File: src/hw/rcd_pkg.sv
package rcd_pkg;
  // instruction groups, top two bits
  localparam logic [1:0] GRP_BYTE = 2'h0;
  localparam logic [1:0] GRP_BIT  = 2'h1;
  localparam logic [1:0] GRP_JUMP = 2'h2;
  localparam logic [1:0] GRP_LIT  = 2'h3;
  // byte operation codes, bits 11:8
  localparam logic [3:0] OP_MISC  = 4'h0;
  localparam logic [3:0] OP_CLR   = 4'h1;
  localparam logic [3:0] OP_SUB   = 4'h2;
  localparam logic [3:0] OP_DEC   = 4'h3;
  localparam logic [3:0] OP_OR    = 4'h4;
  localparam logic [3:0] OP_AND   = 4'h5;
  localparam logic [3:0] OP_XOR   = 4'h6;
  localparam logic [3:0] OP_ADD   = 4'h7;
  localparam logic [3:0] OP_MOV   = 4'h8;
  localparam logic [3:0] OP_COM   = 4'h9;
  localparam logic [3:0] OP_INC   = 4'hA;
  localparam logic [3:0] OP_DECSZ = 4'hB;
  localparam logic [3:0] OP_RRC   = 4'hC;
  localparam logic [3:0] OP_RLC   = 4'hD;
  localparam logic [3:0] OP_SWAP  = 4'hE;
  localparam logic [3:0] OP_INCSZ = 4'hF;
  // bit operation codes, bits 11:10
  localparam logic [1:0] BOP_CLR   = 2'h0;
  localparam logic [1:0] BOP_SET   = 2'h1;
  localparam logic [1:0] BOP_TSTC  = 2'h2;
  localparam logic [1:0] BOP_TSTS  = 2'h3;
  // control words in the 00 0000 group, low byte
  localparam logic [7:0] CTL_RETURN = 8'h08;
  localparam logic [7:0] CTL_RETINT = 8'h09;
  localparam logic [7:0] CTL_SLEEP  = 8'h63;
  localparam logic [7:0] CTL_WDCLR  = 8'h64;
  // special file addresses
  localparam logic [6:0] ADDR_TIMER  = 7'h01;
  localparam logic [6:0] ADDR_IPLOW  = 7'h02;
  localparam logic [6:0] ADDR_STATUS = 7'h03;
  localparam logic [6:0] ADDR_PORTA  = 7'h05;
  localparam logic [6:0] ADDR_PORTB  = 7'h06;
  localparam logic [6:0] ADDR_LATCH  = 7'h0A;
  // status bit positions
  localparam int ST_C  = 0;
  localparam int ST_DC = 1;
  localparam int ST_Z  = 2;
  localparam int ST_PD = 3;
  localparam int ST_TO = 4;
  // reset values
  localparam logic [7:0]  STATUS_RST = 8'h18;
  localparam logic [12:0] IP_RST     = 13'h0000;
  // timing: oscillator periods in one instruction cycle
  localparam int          PHASES     = 4;
  localparam logic [1:0]  PHASE_LAST = 2'(PHASES - 1);
  localparam int          STACK_DEPTH = 8;
  typedef enum logic [1:0] {PH_Q1, PH_Q2, PH_Q3, PH_Q4} rcd_phase_t;
endpackage : rcd_pkg

File: src/hw/rcd_stack.sv
`timescale 1ns/1ps
// return address stack, circular with a registered head
module rcd_stack (
  // clocking
  input  wire logic        ref_clk,
  input  wire logic        rst,
  input  wire logic        clkEn,
  // control
  input  wire logic        push,
  input  wire logic        pop,
  input  wire logic [12:0] pushAddr,
  // head
  output logic      [12:0] stackHead
);
  logic [12:0] mem [rcd_pkg::STACK_DEPTH];
  logic [2:0]  ptr_q;
  logic [2:0]  ptrNext;
  logic [2:0]  ptrPrev;

  // pointer steps wrap, overflow silently overwrites the oldest entry
  assign ptrNext = ptr_q + 3'h1;
  assign ptrPrev = ptr_q - 3'h1;

  // memory write only on push
  always_ff @(posedge ref_clk) begin
    if (clkEn && push) begin
      mem[ptr_q] <= pushAddr;
    end
  end

  // pointer and registered head
  always_ff @(posedge ref_clk) begin
    if (rst) begin
      ptr_q     <= 3'h0;
      stackHead <= 13'h0000;
    end else if (clkEn) begin
      if (push) begin
        ptr_q     <= ptrNext;
        stackHead <= pushAddr;
      end else if (pop) begin
        ptr_q     <= ptrPrev;
        stackHead <= mem[ptrPrev - 3'h1];
      end
    end
  end
endmodule : rcd_stack

File: src/hw/rcd_core.sv
`timescale 1ns/1ps
// Summary of operation
// RULE_01: one cycle, two when skipping or jumping
// RULE_02: instruction cycle is four oscillator periods
// RULE_03: top two bits select instruction group
// RULE_04: destination bit picks accumulator or file
// RULE_05: byte fields: opcode, destination, file address
// RULE_06: each operation updates only its own flags
// RULE_07: counting skips store result, skip on zero
// RULE_08: bit words: opcode, bit number, address
// RULE_09: taken bit test discards prefetched word
// RULE_10: literal group decode with don't-care bits
// RULE_11: add literal updates carry, nibble, zero
// RULE_12: subtract literal computes literal minus accumulator
// RULE_13: returns take two cycles, literal loads accumulator
// RULE_14: sleep and watchdog clear decode, one cycle
// RULE_15: don't-care bits never change decoding
// RULE_16: instruction flags override written status bits
// RULE_17: low pointer write copies upper latch high
// RULE_18: bit set and clear rewrite whole byte
// RULE_19: port operands read pin levels
// RULE_20: timer write clears prescaler when assigned
// RULE_21: call and branch load eleven bits plus latch
// RULE_22: watchdog clear zeroes counter, sets both bits
// RULE_23: any pointer write flushes the prefetch
module rcd_core (
  // clocking
  input  wire logic        ref_clk,
  input  wire logic        rst,
  input  wire logic        clkEn,
  // program memory
  output logic      [12:0] progAddr,
  input  wire logic [13:0] progData,
  // data file space
  output logic      [6:0]  fileAddr,
  input  wire logic [7:0]  fileRdData,
  output logic      [7:0]  fileWrData,
  output logic             fileWrEn,
  // port pins and misc
  input  wire logic [7:0]  portAPins,
  input  wire logic [7:0]  portBPins,
  input  wire logic        prescalerOnTimer,
  input  wire logic        irqReturnSet,
  // side effects
  output logic             prescalerClear,
  output logic             watchdogClear,
  output logic             sleepEnter,
  output logic             globalIrqEnable,
  output logic      [7:0]  accumulator,
  output logic      [7:0]  statusReg,
  output logic      [12:0] instrPointer,
  output logic             cycleEnd
);
  logic [1:0]  phase_q;
  logic [13:0] instr_q;
  logic        flush_q;
  logic [7:0]  acc_q;
  logic [7:0]  status_q;
  logic [12:0] ip_q;
  logic [7:0]  upperLatch_q;
  logic        gie_q;
  logic [12:0] stackHead;

  // instruction cycle built from four oscillator periods
  assign cycleEnd = clkEn && (phase_q == rcd_pkg::PHASE_LAST); // RULE_02
  always_ff @(posedge ref_clk) begin
    if (rst) phase_q <= 2'h0;
    else if (clkEn) phase_q <= phase_q + 2'h1; // RULE_02
  end

  // field extraction
  wire [1:0] grp     = instr_q[13:12]; // RULE_03
  wire [3:0] op      = instr_q[11:8]; // RULE_05
  wire       dBit    = instr_q[7]; // RULE_05
  wire [6:0] fAddr   = instr_q[6:0]; // RULE_05
  wire [1:0] bop     = instr_q[11:10]; // RULE_08
  wire [2:0] bitNum  = instr_q[9:7]; // RULE_08
  wire [7:0] lit     = instr_q[7:0]; // RULE_10
  wire       live    = !flush_q;

  // group and control decode; x bits never inspected
  wire isByte   = live && grp == rcd_pkg::GRP_BYTE; // RULE_03
  wire isBit    = live && grp == rcd_pkg::GRP_BIT; // RULE_03
  wire isJump   = live && grp == rcd_pkg::GRP_JUMP; // RULE_03
  wire isLit    = live && grp == rcd_pkg::GRP_LIT; // RULE_03
  wire isMisc   = isByte && op == rcd_pkg::OP_MISC && !dBit;
  wire isReturn = isMisc && instr_q[6:0] == rcd_pkg::CTL_RETURN[6:0]; // RULE_13
  wire isRetInt = isMisc && instr_q[6:0] == rcd_pkg::CTL_RETINT[6:0]; // RULE_13
  wire isSleep  = isMisc && instr_q[6:0] == rcd_pkg::CTL_SLEEP[6:0]; // RULE_14
  wire isWdClr  = isMisc && instr_q[6:0] == rcd_pkg::CTL_WDCLR[6:0]; // RULE_14
  wire isClrAcc = isByte && op == rcd_pkg::OP_CLR && !dBit; // RULE_15
  wire isRetLit = isLit && instr_q[11:10] == 2'h1; // RULE_10
  wire isLoadLt = isLit && instr_q[11:10] == 2'h0; // RULE_10
  wire isSubLit = isLit && instr_q[11:9] == 3'h6; // RULE_10
  wire isAddLit = isLit && instr_q[11:9] == 3'h7; // RULE_10

  // operand: port registers read the pins, not the latches
  wire [7:0] operand = (fAddr == rcd_pkg::ADDR_PORTA) ? portAPins :
                       (fAddr == rcd_pkg::ADDR_PORTB) ? portBPins :
                       (fAddr == rcd_pkg::ADDR_IPLOW) ? ip_q[7:0] :
                       (fAddr == rcd_pkg::ADDR_STATUS) ? status_q :
                       (fAddr == rcd_pkg::ADDR_LATCH) ? upperLatch_q :
                       fileRdData; // RULE_19 RULE_17

  // adder shared by add and both subtracts; subtraction adds the complement plus one
  wire       doSub   = (isByte && op == rcd_pkg::OP_SUB) || isSubLit;
  wire [7:0] addA    = (isSubLit || isAddLit) ? lit : operand;
  wire [7:0] addB    = doSub ? ~acc_q : acc_q;
  wire       addCin  = doSub;
  wire [4:0] lowSum  = {1'b0, addA[3:0]} + {1'b0, addB[3:0]} + {4'h0, addCin};
  wire [8:0] fullSum = {1'b0, addA} + {1'b0, addB} + {8'h00, addCin}; // RULE_11 RULE_12

  // byte operation result, continuous selection
  logic [7:0] byteRes;
  always_comb begin
    unique case (op)
      rcd_pkg::OP_MISC:  byteRes = acc_q;
      rcd_pkg::OP_CLR:   byteRes = 8'h00;
      rcd_pkg::OP_SUB,
      rcd_pkg::OP_ADD:   byteRes = fullSum[7:0];
      rcd_pkg::OP_DEC,
      rcd_pkg::OP_DECSZ: byteRes = operand - 8'h01;
      rcd_pkg::OP_OR:    byteRes = acc_q | operand;
      rcd_pkg::OP_AND:   byteRes = acc_q & operand;
      rcd_pkg::OP_XOR:   byteRes = acc_q ^ operand;
      rcd_pkg::OP_MOV:   byteRes = operand;
      rcd_pkg::OP_COM:   byteRes = ~operand;
      rcd_pkg::OP_INC,
      rcd_pkg::OP_INCSZ: byteRes = operand + 8'h01;
      rcd_pkg::OP_RRC:   byteRes = {status_q[rcd_pkg::ST_C], operand[7:1]};
      rcd_pkg::OP_RLC:   byteRes = {operand[6:0], status_q[rcd_pkg::ST_C]};
      rcd_pkg::OP_SWAP:  byteRes = {operand[3:0], operand[7:4]};
    endcase
  end

  // literal result
  logic [7:0] litRes;
  always_comb begin
    unique casez (instr_q[11:8])
      4'b00??, 4'b01??: litRes = lit;
      4'b1000:          litRes = acc_q | lit;
      4'b1001:          litRes = acc_q & lit;
      4'b1010:          litRes = acc_q ^ lit;
      4'b110?, 4'b111?: litRes = fullSum[7:0];
      default:          litRes = acc_q; // 1011 unassigned
    endcase
  end

  // bit operation: whole byte rewritten
  wire [7:0] bitMask = 8'h01 << bitNum;
  wire [7:0] bitRes  = (bop == rcd_pkg::BOP_SET) ? (operand | bitMask)
                                                 : (operand & ~bitMask); // RULE_18
  wire       bitVal  = |(operand & bitMask);
  wire       bitWr   = isBit && !bop[1]; // RULE_18

  // flag update classes
  wire isArith   = (isByte && (op == rcd_pkg::OP_ADD || op == rcd_pkg::OP_SUB))
                   || isAddLit || isSubLit; // RULE_06 RULE_11 RULE_12
  wire isRot     = isByte && (op == rcd_pkg::OP_RRC || op == rcd_pkg::OP_RLC); // RULE_06
  wire byteZOps  = op inside {rcd_pkg::OP_CLR, rcd_pkg::OP_DEC, rcd_pkg::OP_OR,
                              rcd_pkg::OP_AND, rcd_pkg::OP_XOR, rcd_pkg::OP_MOV,
                              rcd_pkg::OP_COM, rcd_pkg::OP_INC};
  wire litZOps   = instr_q[11:10] == 2'h2 && instr_q[9:8] != 2'h3;
  wire updZ      = isArith || (isByte && byteZOps && !isMisc) || (isLit && litZOps); // RULE_06
  wire updC      = isArith || isRot; // RULE_06
  wire updDC     = isArith; // RULE_06
  wire [7:0] result = isLit ? litRes : isBit ? bitRes : byteRes;
  wire newC      = isRot ? (op == rcd_pkg::OP_RRC ? operand[0] : operand[7]) : fullSum[8];

  // destination decode
  wire toFile    = (isByte && dBit && !isMisc) || bitWr; // RULE_04 RULE_18
  wire toAcc     = (isByte && !dBit && !isMisc) || isRetLit
                   || (isLit && !isRetLit); // RULE_04 RULE_13
  wire wrStatus  = toFile && fAddr == rcd_pkg::ADDR_STATUS;
  wire wrIpLow   = toFile && fAddr == rcd_pkg::ADDR_IPLOW; // RULE_17
  wire wrLatch   = toFile && fAddr == rcd_pkg::ADDR_LATCH;
  wire wrTimer   = toFile && fAddr == rcd_pkg::ADDR_TIMER;

  // skip and pointer-change decode
  wire cntSkip   = isByte && (op == rcd_pkg::OP_DECSZ || op == rcd_pkg::OP_INCSZ)
                   && byteRes == 8'h00; // RULE_07
  wire bitSkip   = isBit && bop[1] && (bitVal == bop[0]); // RULE_09
  wire jumpTaken = isJump || isReturn || isRetInt || isRetLit; // RULE_21 RULE_13
  wire flushNext = cntSkip || bitSkip || jumpTaken || wrIpLow; // RULE_01 RULE_23

  // status next value: instruction flags override written bits
  logic [7:0] statusD;
  always_comb begin
    statusD = wrStatus ? result : status_q;
    if (updZ) statusD[rcd_pkg::ST_Z] = (result == 8'h00); // RULE_16
    if (updC) statusD[rcd_pkg::ST_C] = newC; // RULE_16
    if (updDC) statusD[rcd_pkg::ST_DC] = lowSum[4]; // RULE_16
    if (isWdClr) begin
      statusD[rcd_pkg::ST_TO] = 1'b1; // RULE_22
      statusD[rcd_pkg::ST_PD] = 1'b1; // RULE_22
    end
    if (isSleep) begin
      statusD[rcd_pkg::ST_TO] = 1'b1; // RULE_14
      statusD[rcd_pkg::ST_PD] = 1'b0; // RULE_14
    end
  end

  // next pointer; a skip takes the plain increment, the prefetched word is discarded by the flush
  wire [12:0] ipInc  = ip_q + 13'h0001;
  wire [12:0] ipJump = {upperLatch_q[4:3], instr_q[10:0]}; // RULE_21
  wire [12:0] ipNext = isJump ? ipJump :
                       (isReturn || isRetInt || isRetLit) ? stackHead :
                       wrIpLow ? {upperLatch_q[4:0], result} : ipInc; // RULE_17

  // program fetch and file port
  assign progAddr   = ip_q;
  assign fileAddr   = fAddr;
  assign fileWrData = result;
  assign fileWrEn   = cycleEnd && toFile;
  assign prescalerClear = cycleEnd && wrTimer && prescalerOnTimer; // RULE_20
  assign watchdogClear  = cycleEnd && isWdClr; // RULE_22
  assign sleepEnter     = cycleEnd && isSleep; // RULE_14
  assign accumulator     = acc_q;
  assign statusReg       = status_q;
  assign instrPointer    = ip_q;
  assign globalIrqEnable = gie_q;

  // return stack, pushes the address after the call
  rcd_stack uStack (
    .ref_clk   (ref_clk),
    .rst       (rst),
    .clkEn     (cycleEnd),
    .push      (isJump && !instr_q[11]), // RULE_21
    .pop       (isReturn || isRetInt || isRetLit),
    .pushAddr  (ip_q),
    .stackHead (stackHead)
  );

  // architectural state commits once per instruction cycle
  always_ff @(posedge ref_clk) begin
    if (rst) begin
      instr_q      <= 14'h0000;
      flush_q      <= 1'b1;
      acc_q        <= 8'h00;
      status_q     <= rcd_pkg::STATUS_RST;
      ip_q         <= rcd_pkg::IP_RST;
      upperLatch_q <= 8'h00;
      gie_q        <= 1'b0;
    end else if (cycleEnd) begin
      instr_q  <= progData;
      flush_q  <= flushNext; // RULE_01 RULE_09 RULE_23
      status_q <= statusD;
      ip_q     <= ipNext;
      if (toAcc || isClrAcc) acc_q <= result; // RULE_04
      if (wrLatch) upperLatch_q <= result;
      if (isRetInt) gie_q <= 1'b1;
      else if (irqReturnSet) gie_q <= 1'b0;
    end
  end

  // a taken skip always leaves a dead slot next cycle
  a_skip_flush: assert property (@(posedge ref_clk) disable iff (rst)
    cycleEnd && flushNext |=> !cycleEnd [*3] ##1 (cycleEnd && flush_q && !fileWrEn))
    else $error("skip or jump did not flush next word"); // RULE_09
  // jump target lands within one instruction cycle
  a_jump_target: assert property (@(posedge ref_clk) disable iff (rst)
    cycleEnd && isJump |=> ##3 ip_q == {$past(upperLatch_q[4:3], 4), $past(instr_q[10:0], 4)})
    else $error("branch target wrong"); // RULE_21
  // helper count of enabled clocks since the last commit; frozen clocks do not count
  logic [2:0] gapCnt_q;
  always_ff @(posedge ref_clk) begin
    if (rst) gapCnt_q <= 3'h0;
    else if (cycleEnd) gapCnt_q <= 3'h0;
    else if (clkEn) gapCnt_q <= gapCnt_q + 3'h1;
  end
  // cycles are exactly four enabled periods apart
  a_cycle_four: assert property (@(posedge ref_clk) disable iff (rst)
    clkEn |-> (cycleEnd == (gapCnt_q == 3'h3)))
    else $error("instruction cycle not four periods"); // RULE_02
  // swap never touches flags
  a_swap_flags: assert property (@(posedge ref_clk) disable iff (rst)
    cycleEnd && isByte && op == rcd_pkg::OP_SWAP && !wrStatus
    |=> status_q[2:0] == $past(status_q[2:0]))
    else $error("swap changed flags"); // RULE_06
  // clearing the status register leaves only zero set among flags
  a_status_over: assert property (@(posedge ref_clk) disable iff (rst)
    cycleEnd && isByte && op == rcd_pkg::OP_CLR && dBit && fAddr == rcd_pkg::ADDR_STATUS
    |=> status_q[2:0] == 3'h4)
    else $error("status override wrong"); // RULE_16
  // subtract literal borrow flag
  a_sub_carry: assert property (@(posedge ref_clk) disable iff (rst)
    cycleEnd && isSubLit |=> status_q[rcd_pkg::ST_C] == ($past(lit) >= $past(acc_q)))
    else $error("subtract literal carry wrong"); // RULE_12
  // prescaler clear follows timer write
  a_timer_pre: assert property (@(posedge ref_clk) disable iff (rst)
    prescalerClear |-> fileWrEn && fileAddr == rcd_pkg::ADDR_TIMER)
    else $error("prescaler clear without timer write"); // RULE_20
  // watchdog clear sets both status bits
  a_wd_bits: assert property (@(posedge ref_clk) disable iff (rst)
    watchdogClear |=> status_q[rcd_pkg::ST_TO] && status_q[rcd_pkg::ST_PD])
    else $error("watchdog clear status wrong"); // RULE_22
  // low pointer write takes the upper latch into the high part
  a_iplow_load: assert property (@(posedge ref_clk) disable iff (rst)
    cycleEnd && wrIpLow |=> ip_q == {$past(upperLatch_q[4:0]), $past(result)})
    else $error("low pointer write target wrong"); // RULE_17
  // counting skips never touch the status bits
  a_cnt_flags: assert property (@(posedge ref_clk) disable iff (rst)
    cycleEnd && isByte && (op == rcd_pkg::OP_DECSZ || op == rcd_pkg::OP_INCSZ) && !wrStatus
    |=> status_q == $past(status_q))
    else $error("counting skip changed status"); // RULE_07
endmodule : rcd_core

File: config.mk
export PLATFORM = sky130hd
export DESIGN_NAME = rcd_core
export DESIGN_NICKNAME = d
export VERILOG_FILES = /design/src/hw/rcd_pkg.sv /design/src/hw/rcd_stack.sv /design/src/hw/rcd_core.sv
export SDC_FILE = /design/constraint.sdc
export NUM_CORES = 1
export LEC_CHECK = 0
export BUFFER_PORTS_ARGS = -buffer_cell sky130_fd_sc_hd__buf_4
export CAP_MARGIN = 20
export CORE_MARGIN = 5
export CORE_UTILIZATION = 40
export CTS_CLUSTER_SIZE = 30
export DETAILED_ROUTE_END_ITERATION = 7
export MAX_ROUTING_LAYER = met4
export SLEW_MARGIN = 20
export SYNTH_ARGS = -nofsm -noshare
export SYNTH_HDL_FRONTEND = slang
export SYNTH_SLANG_ARGS = --single-unit
File: constraint.sdc
create_clock -name ref_clk -period 7.6 [get_ports ref_clk]
set_input_delay 1.9 -clock ref_clk [delete_from_list [all_inputs] [get_ports ref_clk]]
set_output_delay 1.9 -clock ref_clk [all_outputs]
set_load 0.01 [all_outputs]
Word level (Yosys, flattened, before mapping)
Memories as Yosys holds them, arrays and structs flattened.
Cells that the tools add are included.
{"block": "totals", "reg_bits": 71, "mem_bits_rw": 104, "inputBits": 43, "out_inout_bits": 63, "memories": 1}
{"name": "uStack.mem", "words": 8, "word_bits": 13, "read_ports": 1, "rd_ports_with_merged_regs": 0, "write_ports": 1, "line": "rcd_stack.sv:15", "source": "logic [12:0] mem [rcd_pkg::STACK_DEPTH];"}
{"block": "op_classes", "addsub": 11, "eq_ne": 35, "shifts": 1, "n_mux": 31, "n_bitwise": 12, "n_reduce_logical": 98}
{"op": "$pmux W8 S13", "n": 1}
{"op": "$mux W8", "n": 10}
{"op": "$mux W13", "n": 5}
{"op": "$logic_and A1 B1 Y1", "n": 44}
{"op": "$pmux W8 S5", "n": 1}
{"op": "$and A8 B8 Y8", "n": 4}
{"op": "$eq A4 B4 Y1 const B", "n": 8}
{"op": "$not A8 Y8", "n": 3}
{"op": "$or A8 B8 Y8", "n": 3}
{"op": "$logic_or A1 B1 Y1", "n": 22}
{"op": "$eq A7 B4 Y1 const B", "n": 3}
{"op": "$reduce_and A2 Y1", "n": 9}
{"op": "$eq A4 B3 Y1 const B", "n": 4}
{"op": "$logic_not A8 Y1", "n": 2}
{"op": "$xor A8 B8 Y8", "n": 2}
{"op": "$eq A7 B2 Y1 const B", "n": 2}
{"op": "$eq A7 B3 Y1 const B", "n": 2}
{"op": "$eq A7 B7 Y1 const B", "n": 2}
{"op": "$add A13 B1 Y13 const B", "n": 1}
{"op": "$reduce_bool A2 Y1", "n": 5}
{"op": "$reduce_or A2 Y1", "n": 5}
{"op": "$add A8 B8 Y9", "n": 1}
{"op": "$add A9 B1 Y9", "n": 1}
{"op": "$mux W1", "n": 9}
{"op": "other kinds (25)", "n": 39}

Logic depth before layout (Yosys ltp)
Gate-level depths: netlist of run 1.
{"block": "logic_depth", "depth_word": 15, "ltp_mapped": 20, "ltp_nobuf": 17}

Cells and area by module
A second synthesis of run 1 with hierarchy kept.
{"block": "hier_totals", "cells_unflattened": 1222, "area_unflattened_um2": 11791.3}
{"module": "rcd_core", "instances": 1, "cells_each": 976, "area_per_inst_um2": 7068.0}
{"module": "rcd_stack", "instances": 1, "cells_each": 246, "area_per_inst_um2": 4723.3}

Worst setup path before layout of run 1
OpenSTA, ideal clock, no wires.
{"block": "synth_timing", "kind": "input to output", "start": "input port fileRdData[1]", "end": "output port fileWrData[3]", "arrival_ns": 4.941, "t_required_ns": 5.700, "slack_ns": 0.759, "stages": 13, "n_path_buf": 0, "path_cell_list": "o32ai_2 > nor4_2 > o21ai_2 > o21ai_0 > ha_1 > and3_1 > a221oi_2 > o21ai_2 > or3_1 > nand3_1 > o2111ai_1 > a221oi_1 > inv_1"}
{"block": "synth_via", "elab_chain_cells": 11, "elab_cells_between_ends": 14, "classes_between": "4 x add/sub; 10 x mux"}
{"element": "start, declared", "line": "rcd_core.sv:36", "source": "input wire logic [7:0] fileRdData,"}
{"element": "$mux W8 *", "line": "rcd_core.sv:102", "source": "(fAddr == rcd_pkg::ADDR_LATCH) ? upperLatch_q :"}
{"element": "$mux W8 *", "line": "rcd_core.sv:101", "source": "(fAddr == rcd_pkg::ADDR_STATUS) ? status_q :"}
{"element": "$mux W8 *", "line": "rcd_core.sv:100", "source": "(fAddr == rcd_pkg::ADDR_IPLOW) ? ip_q[7:0] :"}
{"element": "$mux W8 *", "line": "rcd_core.sv:99", "source": "(fAddr == rcd_pkg::ADDR_PORTB) ? portBPins :"}
{"element": "$mux W8 *", "line": "rcd_core.sv:98", "source": "wire [7:0] operand = (fAddr == rcd_pkg::ADDR_PORTA) ? portAPins :"}
{"element": "$mux W8", "line": "rcd_core.sv:107", "source": "wire [7:0] addA = (isSubLit || isAddLit) ? lit : operand;"}
{"element": "$add A8 B8 Y9", "line": "rcd_core.sv:111", "source": "wire [8:0] fullSum = {1'b0, addA} + {1'b0, addB} + {8'h00, addCin};"}
{"element": "$add A9 B1 Y9", "line": "rcd_core.sv:111"}
{"element": "$pmux W8 S13", "line": "rcd_core.sv:116", "source": "unique case (op)"}
{"element": "$mux W8", "line": "rcd_core.sv:167", "source": "wire [7:0] result = isLit ? litRes : isBit ? bitRes : byteRes;"}
{"element": "$mux W8 *", "line": "rcd_core.sv:167"}
{"element": "end, declared", "line": "rcd_core.sv:37", "source": "output logic [7:0] fileWrData,"}
Mark *: on every way between the ends. The rest lies on a longest branch, timed or not.

Worst setup path in the final report of run 1
Same ends and word-level chain as after synthesis.

==> results.json, run 1 <==
{
  "clk_latency_ns": 0.44,
  "cts_root_buffer": "clkbuf_16",
  "yosysWarnings": 0,
  "n_antenna_cell": 0,
  "drt_iter0_drc": 1148,
  "die_w_um": 183.5,
  "vdd_drop_max_mv": 0.1347,
  "syn_area_sq_mm": 0.01205,
  "overflow": 0,
  "clk_pin_slew_ns": 0.07,
  "htreeDepth": 4,
  "via_per_inst": 6.237,
  "rsz0062_at_grt": "no",
  "p_leak_nw": 5.050,
  "yosys.area.top_type": "edfxtp_1",
  "finalSetupTns_ns": 0,
  "synth_commonest_cells": "nor2_1, nand2_1, edfxtp_1, a21oi_1, dfxtp_1",
  "worst_setup_path_end_kind": "output port",
  "slowest_delay_ns": 0.43,
  "required_ns": 5.70,
  "antenna_found_initial": 1,
  "ys.flop_type": "edfxtp_1",
  "routed_wl_um": 46290,
  "relSlewSlack": 0.2983,
  "async_flop_share": 0,
  "portBuffers": 105,
  "crit_chain": "buf_4 > o32ai_2 > nor4_2 > o21ai_2 > o21ai_0 > ha_1 > and3_1 > a221oi_2 > o21ai_2 > or3_1 > nand3_1 > o2111ai_1 > a221oi_1 > buf_4 > inv_1 > buf_4",
  "drt_pass1_iterations": 7,
  "yosysMostFrequentCell": "nor2_1",
  "synth_area_leaders": "edfxtp_1, dfxtp_1, ha_1",
  "clock-sinks": 175,
  "finalCritPeriodShare": 0.9713,
  "status": "completed",
  "slowest_stage": "nor4_2",
  "crit_type": "in -> out",
  "path_common_cell": "buf_4",
  "ctsLongestPathBuffers": 2,
  "numCtsBuffers": 17,
  "drv_slew": 0,
  "fin_hold_ws_ns": 0.4984,
  "path_max_fanout": 5,
  "io_pins": 106,
  "hold_path.class": "reg -> reg",
  "grt_max_degree": 74,
  "syn_inst": 1304,
  "grt_pass1_vias": 10533,
  "hpwl_um": 33890,
  "drv_cap": 0,
  "ant_nets": 0,
  "reg2regPathDepth": 19,
  "start_util": 0.4054,
  "cts_tree": "built",
  "finalHoldViolCount": 0,
  "num_rows": 63,
  "design.core.area_sq_mm": 0.02972,
  "setup_viol": 0,
  "die_h_um": 183.5,
  "place.gp.congestion": 1.039,
  "grt_usage": 0.2765,
  "synth_top_area_share": 0.2592,
  "area_growth_pct": 15.64,
  "drive_gt1_frac": 0.2112,
  "via_count": 11114,
  "cts_setup_buffers": 0,
  "worstPathArrival_ns": 5.48,
  "nets": 1472,
  "tightest_slew_ns": 1.050,
  "synth.avg_cell_area_sq_um": 9.238,
  "max_freq_mhz": 135.5,
  "min_path_cells": 2,
  "netlist-cell-type-count": 103,
  "finalCriticalPeriod_ns": 7.382,
  "synth_seq_area_share": 0.3772,
  "synth-seq-cells": 175,
  "cp-start-kind": "primary input",
  "grt_first_pass_wirelength_um": 68390,
  "rrSetupSlack_ns": 2.21,
  "die_area_sq_mm": 0.03369,
  "synth_fp_nets": 1397,
  "skew_ns": 0.01390,
  "synth_edf_count": 104,
  "drc": 0,
  "powerDensity_mw_per_mm2": 147.0,
  "post_drt_wl_per_cell_um": 25.97
}
## cell usage in the layout (no fill, tap or decap), types with 9 or more instances in the layout
cell / instances
buf_4: 176
nor2_1: 134
nand2_1: 109
edfxtp_1: 104
a21oi_1: 91
dfxtp_1: 70
o21ai_0: 54
ha_1: 48
inv_1: 46
a211oi_1: 43
nand3_1: 35
nor3_1: 34
mux2i_1: 29
mux4_2: 26
a31oi_1: 23
xnor2_1: 20
o211ai_1: 18
clkbuf_16: 18
nand2b_1: 17
o22ai_1: 16
nor2b_1: 15
or3_1: 12
o21a_1: 10
nor4_1: 10
xor2_1: 10
a221oi_1: 10
a22oi_1: 10
and3_1: 9
o221ai_1: 9
## cell type report
type	count	area [sq um]
multi-input cells	961	6798
fillers	2874	15790
repair buffers	177	1333
clock buffers	20	478.0
inverters	47	176.4
clock inverters	12	112.6
flip-flops and latches	175	4546
well taps	390	488.0
## sequential cells by signal, indices dropped and copies added, names as in the netlist, 3 cells and up
register and flops:
uStack.mem 104, instrPointer 13, accumulator 8, statusReg 8, uStack.ptr_q 3, uStack.stackHead 13
upperLatch_q 8, instr_q 14
## report_power, final
part / internal [W] / switching, W / total, W / leakage [nW]
Clock: 0.000469 / 0.000406 / 0.000875 / 0.287
Combinational: 0.0000665 / 0.000108 / 0.000174 / 3.24
Sequential: 0.000996 / 0.00000290 / 0.000999 / 1.53
## per-layer routing
metal,part of all wire,global-route usage,vias to the layer above
li1,-,-,5036
met1,0.45,0.3984,5419
met2,0.43,0.3954,584
met3,0.093,0.05600,75
met4,0.024,0.07688,0
met5,0,-,-
## worst max-delay path: cells and delay by family
kind / cells / cell delay (ns)
buf+inv: 4 / 0.53
fa+ha+maj: 1 / 0.31
simple gates: 4 / 1.17
compound gates: 7 / 1.58
## final timing paths
path / startpoint / endpoint
worst min register to register: uStack.stackHead[5] / uStack.stackHead[5]
worst max-delay path: fileRdData[1] / fileWrData[3]
worst max register to register: instr_q[5] / statusReg[2]
worst min-delay path: uStack.stackHead[5] / uStack.stackHead[5]
## stage by stage
stage / util / cell area [sq um] / power (W) / worst slack, ns / cells
2_1_floorplan: - / 12050 / 0.001116 / 0.7588 / 1304
4_1_cts: 0.4682 / 13910 / 0.002051 / 0.2181 / 1781
6_report: 0.4688 / 13930 / 0.002048 / 0.2183 / 1782
5_1_grt: 0.4688 / 13930 / 0.002109 / 0.02776 / 1782
3_3_place_gp: 0.4483 / 13320 / 0.001189 / 0.3360 / 1749
3_5_place_dp: 0.4484 / 13320 / 0.001189 / 0.2237 / 1749
## timing repair
action	in CTS	in global routing
gates resized for setup	0	2
hold buffers	0	0
endpoints found under the setup margin	0	1
## cell families (layout without fill, tap and decap cells)
| logic type | after synthesis | in the layout | share of synthesized area |
|---|---|---|---|
| and+or+nand+nor | 442 | 442 | 0.1807 |
| AOI/OAI and AO/OA | 381 | 381 | 0.2284 |
| DFF | 175 | 175 | 0.3772 |
| buffers and inverters | 168 | 256 | 0.06336 |
| muxes | 57 | 57 | 0.07457 |
| adders and majority gates | 50 | 50 | 0.05318 |
| xor gates and xnor gates | 31 | 31 | 0.02254 |
No activity file was read; power rests on OpenSTA's default activity.
==> run 2: changes to the inputs <==
--- a/config.mk
+++ b/config.mk
@@ -12,7 +12,8 @@
 export CTS_CLUSTER_SIZE = 30
 export DETAILED_ROUTE_END_ITERATION = 7
 export MAX_ROUTING_LAYER = met4
-export SLEW_MARGIN = 20
+export RECOVER_POWER = 100
+export SKIP_LAST_GASP = 1
 export SYNTH_ARGS = -nofsm -noshare
 export SYNTH_HDL_FRONTEND = slang
 export SYNTH_SLANG_ARGS = --single-unit
==> run 2 against run 1 <==
Power down 0.69%. Maximum frequency is 0.65% higher. Clock power is 0.9% lower. Combinational power down 3%. The flow now finishes with violations (capacitance limit, slew limit). Global-route usage grew 0.14 points.
==> results.json, run 2 (synthesis gave the netlist of run 1 again) <==
{
  "ant_nets": 0,
  "sw_frac_of_total": 0.2498,
  "switchingPower_w": 0.0005080,
  "grt_usage": 0.2780,
  "crit_type": "in -> out",
  "routed_wl_um": 46090,
  "cp-start-kind": "primary input",
  "p_seq_frac": 0.491,
  "nets": 1473,
  "finalHoldViolCount": 0,
  "drt_iter0_drc": 1240,
  "cp-startpoint": "fileRdData[2]",
  "hold_path.class": "reg -> reg",
  "layout_commonest_cell": "nor2_1",
  "p_leak_nw": 4.680,
  "grt_first_pass_wirelength_um": 68410,
  "clk_latency_ns": 0.44,
  "design.core.area_sq_mm": 0.02972,
  "path_max_fanout": 6,
  "setup_viol": 0,
  "required_ns": 5.70,
  "place.gp.congestion": 1.039,
  "clock-sinks": 175,
  "drv_slew": 174,
  "vdd_drop_max_mv": 0.1322,
  "num_rows": 63,
  "largest_reg_flops": 104,
  "io_pins": 106,
  "worstPathArrival_ns": 5.43,
  "status": "complete, but fails checks",
  "die_area_sq_mm": 0.03369,
  "tightest_slew_ns": 3.458,
  "totalPowerFinal_w": 0.002034,
  "via_count": 11113,
  "rsz0062_at_grt": "no",
  "finalCriticalPeriod_ns": 7.334,
  "max_freq_mhz": 136.3,
  "drive_gt1_frac": 0.1414,
  "drc": 0,
  "worst_setup_path_end_kind": "output port",
  "pwr-share-clk": 0.426,
  "die_h_um": 183.5,
  "cts_root_buffer": "clkbuf_16",
  "drv_cap": 5,
  "internal_power_w": 0.001526,
  "antenna_found_initial": 0,
  "cts_resized": 0,
  "relSlewSlack": -1.306,
  "p_comb_frac": 0.083,
  "top_register": "uStack.mem",
  "cts_tree": "built",
  "powerDensity_mw_per_mm2": 149.8,
  "drt_pass1_iterations": 7,
  "clk_pin_slew_ns": 0.08,
  "cts_hold_buffers": 0,
  "worstReg2RegStart": "instr_q[8]",
  "n_antenna_cell": 0,
  "portBuffers": 105,
  "cts_setup_buffers": 0,
  "reg_top3": "uStack.mem: 104 flops, instr_q: 14 flops",
  "final_cell_mix": "nor2_1, nand2_1, edfxtp_1, a21oi_1, buf_4",
  "start_util": 0.4054,
  "hpwl_um": 33990,
  "finalCritPeriodShare": 0.9650,
  "finalSetupTns_ns": 0,
  "die_w_um": 183.5,
  "worst_hold_startpoint": "upperLatch_q[6]",
  "grt_max_degree": 74,
  "violations": "capacitance limit, slew limit",
  "overflow": 0,
  "via_per_inst": 6.233,
  "skew_ns": 0.01421,
  "grt_pass1_vias": 10504,
  "post_drt_wl_per_cell_um": 25.85,
  "ctsLongestPathBuffers": 2,
  "numCtsBuffers": 17,
  "htreeDepth": 4,
  "area_growth_pct": 12.69
}
-- run 2: cell types whose count changed in the layout (fill, tap and decap cells not counted), moves of 2 or more --
cell       before  now
a2111oi_0       2    4
nor3_1         34   36
o21ai_2         7    5
o21ai_0        54   57
clkbuf_1        0   85
nor2_2          3    1
buf_4         176   90
nor3_2          6    3
nor2_1        134  136
-- run 2: path summary, 6_finish.rpt --
check	end	slack, ns	depth (start not counted)
worst max register to register	uStack.stackHead[11]	1.65	12
worst max-delay path	fileWrData[3]	0.27	16
worst min-delay path	upperLatch_q[6]	0.50	2
worst min register to register	upperLatch_q[6]	0.50	2
-- run 2: power by group through the flow --
stage / Combinational [W] / Sequential [W] / Clock (W)
after floorplan: 0.0000968 / 0.00102 / 0
after global placement: 0.000169 / 0.00102 / 0
after detailed placement: 0.000169 / 0.00102 / 0
after CTS: 0.000170 / 0.000999 / 0.000878
after global routing: 0.000181 / 0.000999 / 0.000923
final: 0.000169 / 0.000999 / 0.000867
-- run 2: area by class of cell --
type | instances | area [sq um]
clock inverters | 12 | 113.9
fillers | 2917 | 16140
clock buffers | 20 | 478.0
inverters | 47 | 176.4
flip-flops and latches | 175 | 4546
multi-input cells | 961 | 6756
repair buffers | 178 | 1017
well taps | 390 | 488.0
-- run 2: metrics by stage --
stage,hold WS (ns),util,setup slack (ns),instances,cell area (sq um)
CTS,0.4988,0.4684,0.1576,1782,13920
detailed placement,0.4813,0.4484,0.1697,1750,13330
global placement,0.4801,0.4483,0.3360,1749,13320
floorplan,0.4482,-,0.7588,1304,12050
global route,0.5306,0.4568,0.04486,1783,13580
finish,0.5007,0.4568,0.2656,1783,13580
-- run 2: worst max-delay path, cell delays in order --
cell       delay, ns
buf_4           0.11
a31oi_1         0.26
o22ai_1         0.21
nand2_1         0.23
o21ai_0         0.12
ha_1            0.41
and3_1          0.21
a221oi_2        0.34
o21ai_2         0.13
or3_1           0.42
nand3_1         0.11
o2111ai_1       0.16
a221oi_1        0.40
buf_4           0.22
inv_1           0.07
clkbuf_1        0.13
-- run 2: metal layers --
metal  up-vias  track usage  part of all wire
li1       5041            -                 -
met1      5395       0.3899              0.44
met5         -            -                 0
met4         0      0.08462             0.030
met3        90      0.07301             0.095
met2       587       0.3939              0.43
==> run 3: changes to the inputs <==
--- a/config.mk
+++ b/config.mk
@@ -8,10 +8,11 @@
 export BUFFER_PORTS_ARGS = -buffer_cell sky130_fd_sc_hd__buf_4
 export CAP_MARGIN = 20
 export CORE_MARGIN = 5
-export CORE_UTILIZATION = 40
+export CORE_UTILIZATION = 61
 export CTS_CLUSTER_SIZE = 30
 export DETAILED_ROUTE_END_ITERATION = 7
 export MAX_ROUTING_LAYER = met4
+export PLACE_DENSITY = 0.81
 export RECOVER_POWER = 100
 export SKIP_LAST_GASP = 1
 export SYNTH_ARGS = -nofsm -noshare
==> run 3 against run 2 <==
The flow finishes with violations (DRC, capacitance limit, slew limit). Global-route usage up 17 points. Sequential power about the same. Power up 0.91%. Final cell count down 7.0%. Worst setup slack worse by 0.24 ns. Largest cell class unchanged. Sequential share of layout area up 0.40 points. Die area down 33%. Critical endpoint is now fileWrData[1]. Sequential cell count unchanged. Largest power group unchanged. Combinational power about the same. Clock-buffer cell count down 3. First-iteration DRC count up 90%.
==> results.json, run 3 (synthesis gave the netlist of run 1 again) <==
{
  "max_freq_mhz": 132.0,
  "fin_hold_ws_ns": 0.4979,
  "htreeDepth": 4,
  "relSlewSlack": -1.279,
  "grt_pass1_vias": 11700,
  "nets": 1472,
  "area_growth_pct": 11.36,
  "grt_max_degree": 74,
  "drt_iter0_drc": 2354,
  "ctsLongestPathBuffers": 2,
  "status": "complete, but fails checks",
  "powerDensity_mw_per_mm2": 153.0,
  "largest_reg_flops": 104,
  "skew_ns": 0.01063,
  "routed_wl_um": 49710,
  "rsz0062_at_grt": "no",
  "setup_viol": 0,
  "crit_chain": "clkbuf_4 > nor3b_1 > o211ai_1 > o21ai_0 > o21a_1 > a21oi_1 > fa_1 > a22oi_1 > o211ai_1 > a221oi_2 > a32oi_1 > a221oi_1 > inv_1 > clkbuf_2",
  "cts_setup_buffers": 0,
  "portBuffers": 105,
  "violations": "DRC, capacitance limit, slew limit",
  "cts_root_buffer": "clkbuf_16",
  "design.core.area_sq_mm": 0.01946,
  "clock-sinks": 175,
  "pre_cts_slack_ns": 0.2460,
  "hpwl_um": 34330,
  "die_h_um": 150.5,
  "slowest_stage": "a221oi_1",
  "clk_latency_ns": 0.44,
  "post_drt_wl_per_cell_um": 29.98,
  "vdd_drop_max_mv": 0.1536,
  "via_count": 12293,
  "worst_setup_path_end_kind": "output port",
  "p_leak_nw": 4.698,
  "grt_first_pass_wirelength_um": 73420,
  "hold_path.class": "reg -> reg",
  "worstPathArrival_ns": 5.68,
  "die_w_um": 150.5,
  "cp_num_buf_inv": 3,
  "start_util": 0.6190,
  "worst_slack_ns": 0.02449,
  "overflow": 0,
  "crit_type": "in -> out",
  "drt_pass1_iterations": 8,
  "drc": 31,
  "drive_gt1_frac": 0.1422,
  "finalCriticalPeriod_ns": 7.576,
  "tightest_slew_ns": 3.418,
  "drv_cap": 3,
  "num_rows": 51,
  "clk_pin_slew_ns": 0.08,
  "reg_top3": "uStack.mem: 104 flops, instr_q: 14 flops",
  "final_cell_mix": "nor2_1, nand2_1, edfxtp_1, a21oi_1, clkbuf_1",
  "cp-start-kind": "primary input",
  "path_common_cell": "o211ai_1",
  "finalCritPeriodShare": 0.9968,
  "finalSetupTns_ns": 0,
  "drv_slew": 151,
  "totalPowerFinal_w": 0.002052,
  "fin_util": 0.6893,
  "die_area_sq_mm": 0.02266,
  "top_register": "uStack.mem",
  "crit_family": "compound AO/OA/AOI/OAI gates",
  "finalHoldViolCount": 0,
  "layout_commonest_cell": "nor2_1",
  "io_pins": 106,
  "via_per_inst": 7.414,
  "place.gp.congestion": 1.063,
  "required_ns": 5.70,
  "numCtsBuffers": 17,
  "slowest_delay_ns": 0.83,
  "cts_tree": "built",
  "ant_nets": 0,
  "grt_usage": 0.4510,
  "cts_hold_buffers": 0,
  "antenna_found_initial": 1,
  "nFillCells": 1493,
  "path_max_fanout": 4
}
run 3: power by group:
| part | internal, W | switching (W) | leakage [nW] |
|---|---|---|---|
| Combinational | 0.0000612 | 0.000107 | 2.88 |
| Sequential | 0.000995 | 0.00000541 | 1.53 |
| Clock | 0.000443 | 0.000440 | 0.292 |
| Total | 0.00150 | 0.000553 | 4.70 |
run 3: routing by layer:
layer  part of all wire  track usage  vias up
met5                  0            -        -
met2               0.42       0.6327     1173
li1                   -            -     5033
met3               0.15       0.1644      351
met1               0.36       0.5766     5736
met4              0.070       0.2223        0
run 3: metrics by stage:
step,instances,instance area (sq um)
final,1658,13420
after global placement,1619,13110
after global routing,1658,13420
after CTS,1651,13700
after floorplan,1304,12050
after detailed placement,1619,13110
run 3: final timing paths:
path                            slack, ns         endpoint  cells after the start             from
worst min-delay path                 0.50  upperLatch_q[6]                      2  upperLatch_q[6]
worst max-delay path                 0.02    fileWrData[1]                     14     portBPins[0]
worst min register to register       0.50  upperLatch_q[6]                      2  upperLatch_q[6]
worst max register to register       1.31     statusReg[2]                     19       instr_q[1]
run 3: what timing repair did:
action                                 in CTS  in global routing
setup endpoints to repair                   0                  1
endpoints found under the hold margin       0                  0
gates resized for setup                     0                  1
run 3: layout make-up:
cell class | instances | area (sq um) | area share
clock inverters | 15 | 167.7 | 0.01250
inverters | 47 | 176.4 | 0.01315
repair buffers | 177 | 1046 | 0.07797
well taps | 265 | 331.6 | 0.02472
multi-input cells | 961 | 6720 | 0.5009
diodes | 1 | 2.502 | 0.0001865
flip-flops and latches | 175 | 4546 | 0.3388
clock buffers | 17 | 425.4 | 0.03171
run 3: worst min-delay path: cells and delay by family (launching register included):
family	cells	cell delay, ns
compound gates	1	0.05
flops	1	0.31
simple gates	1	0.09
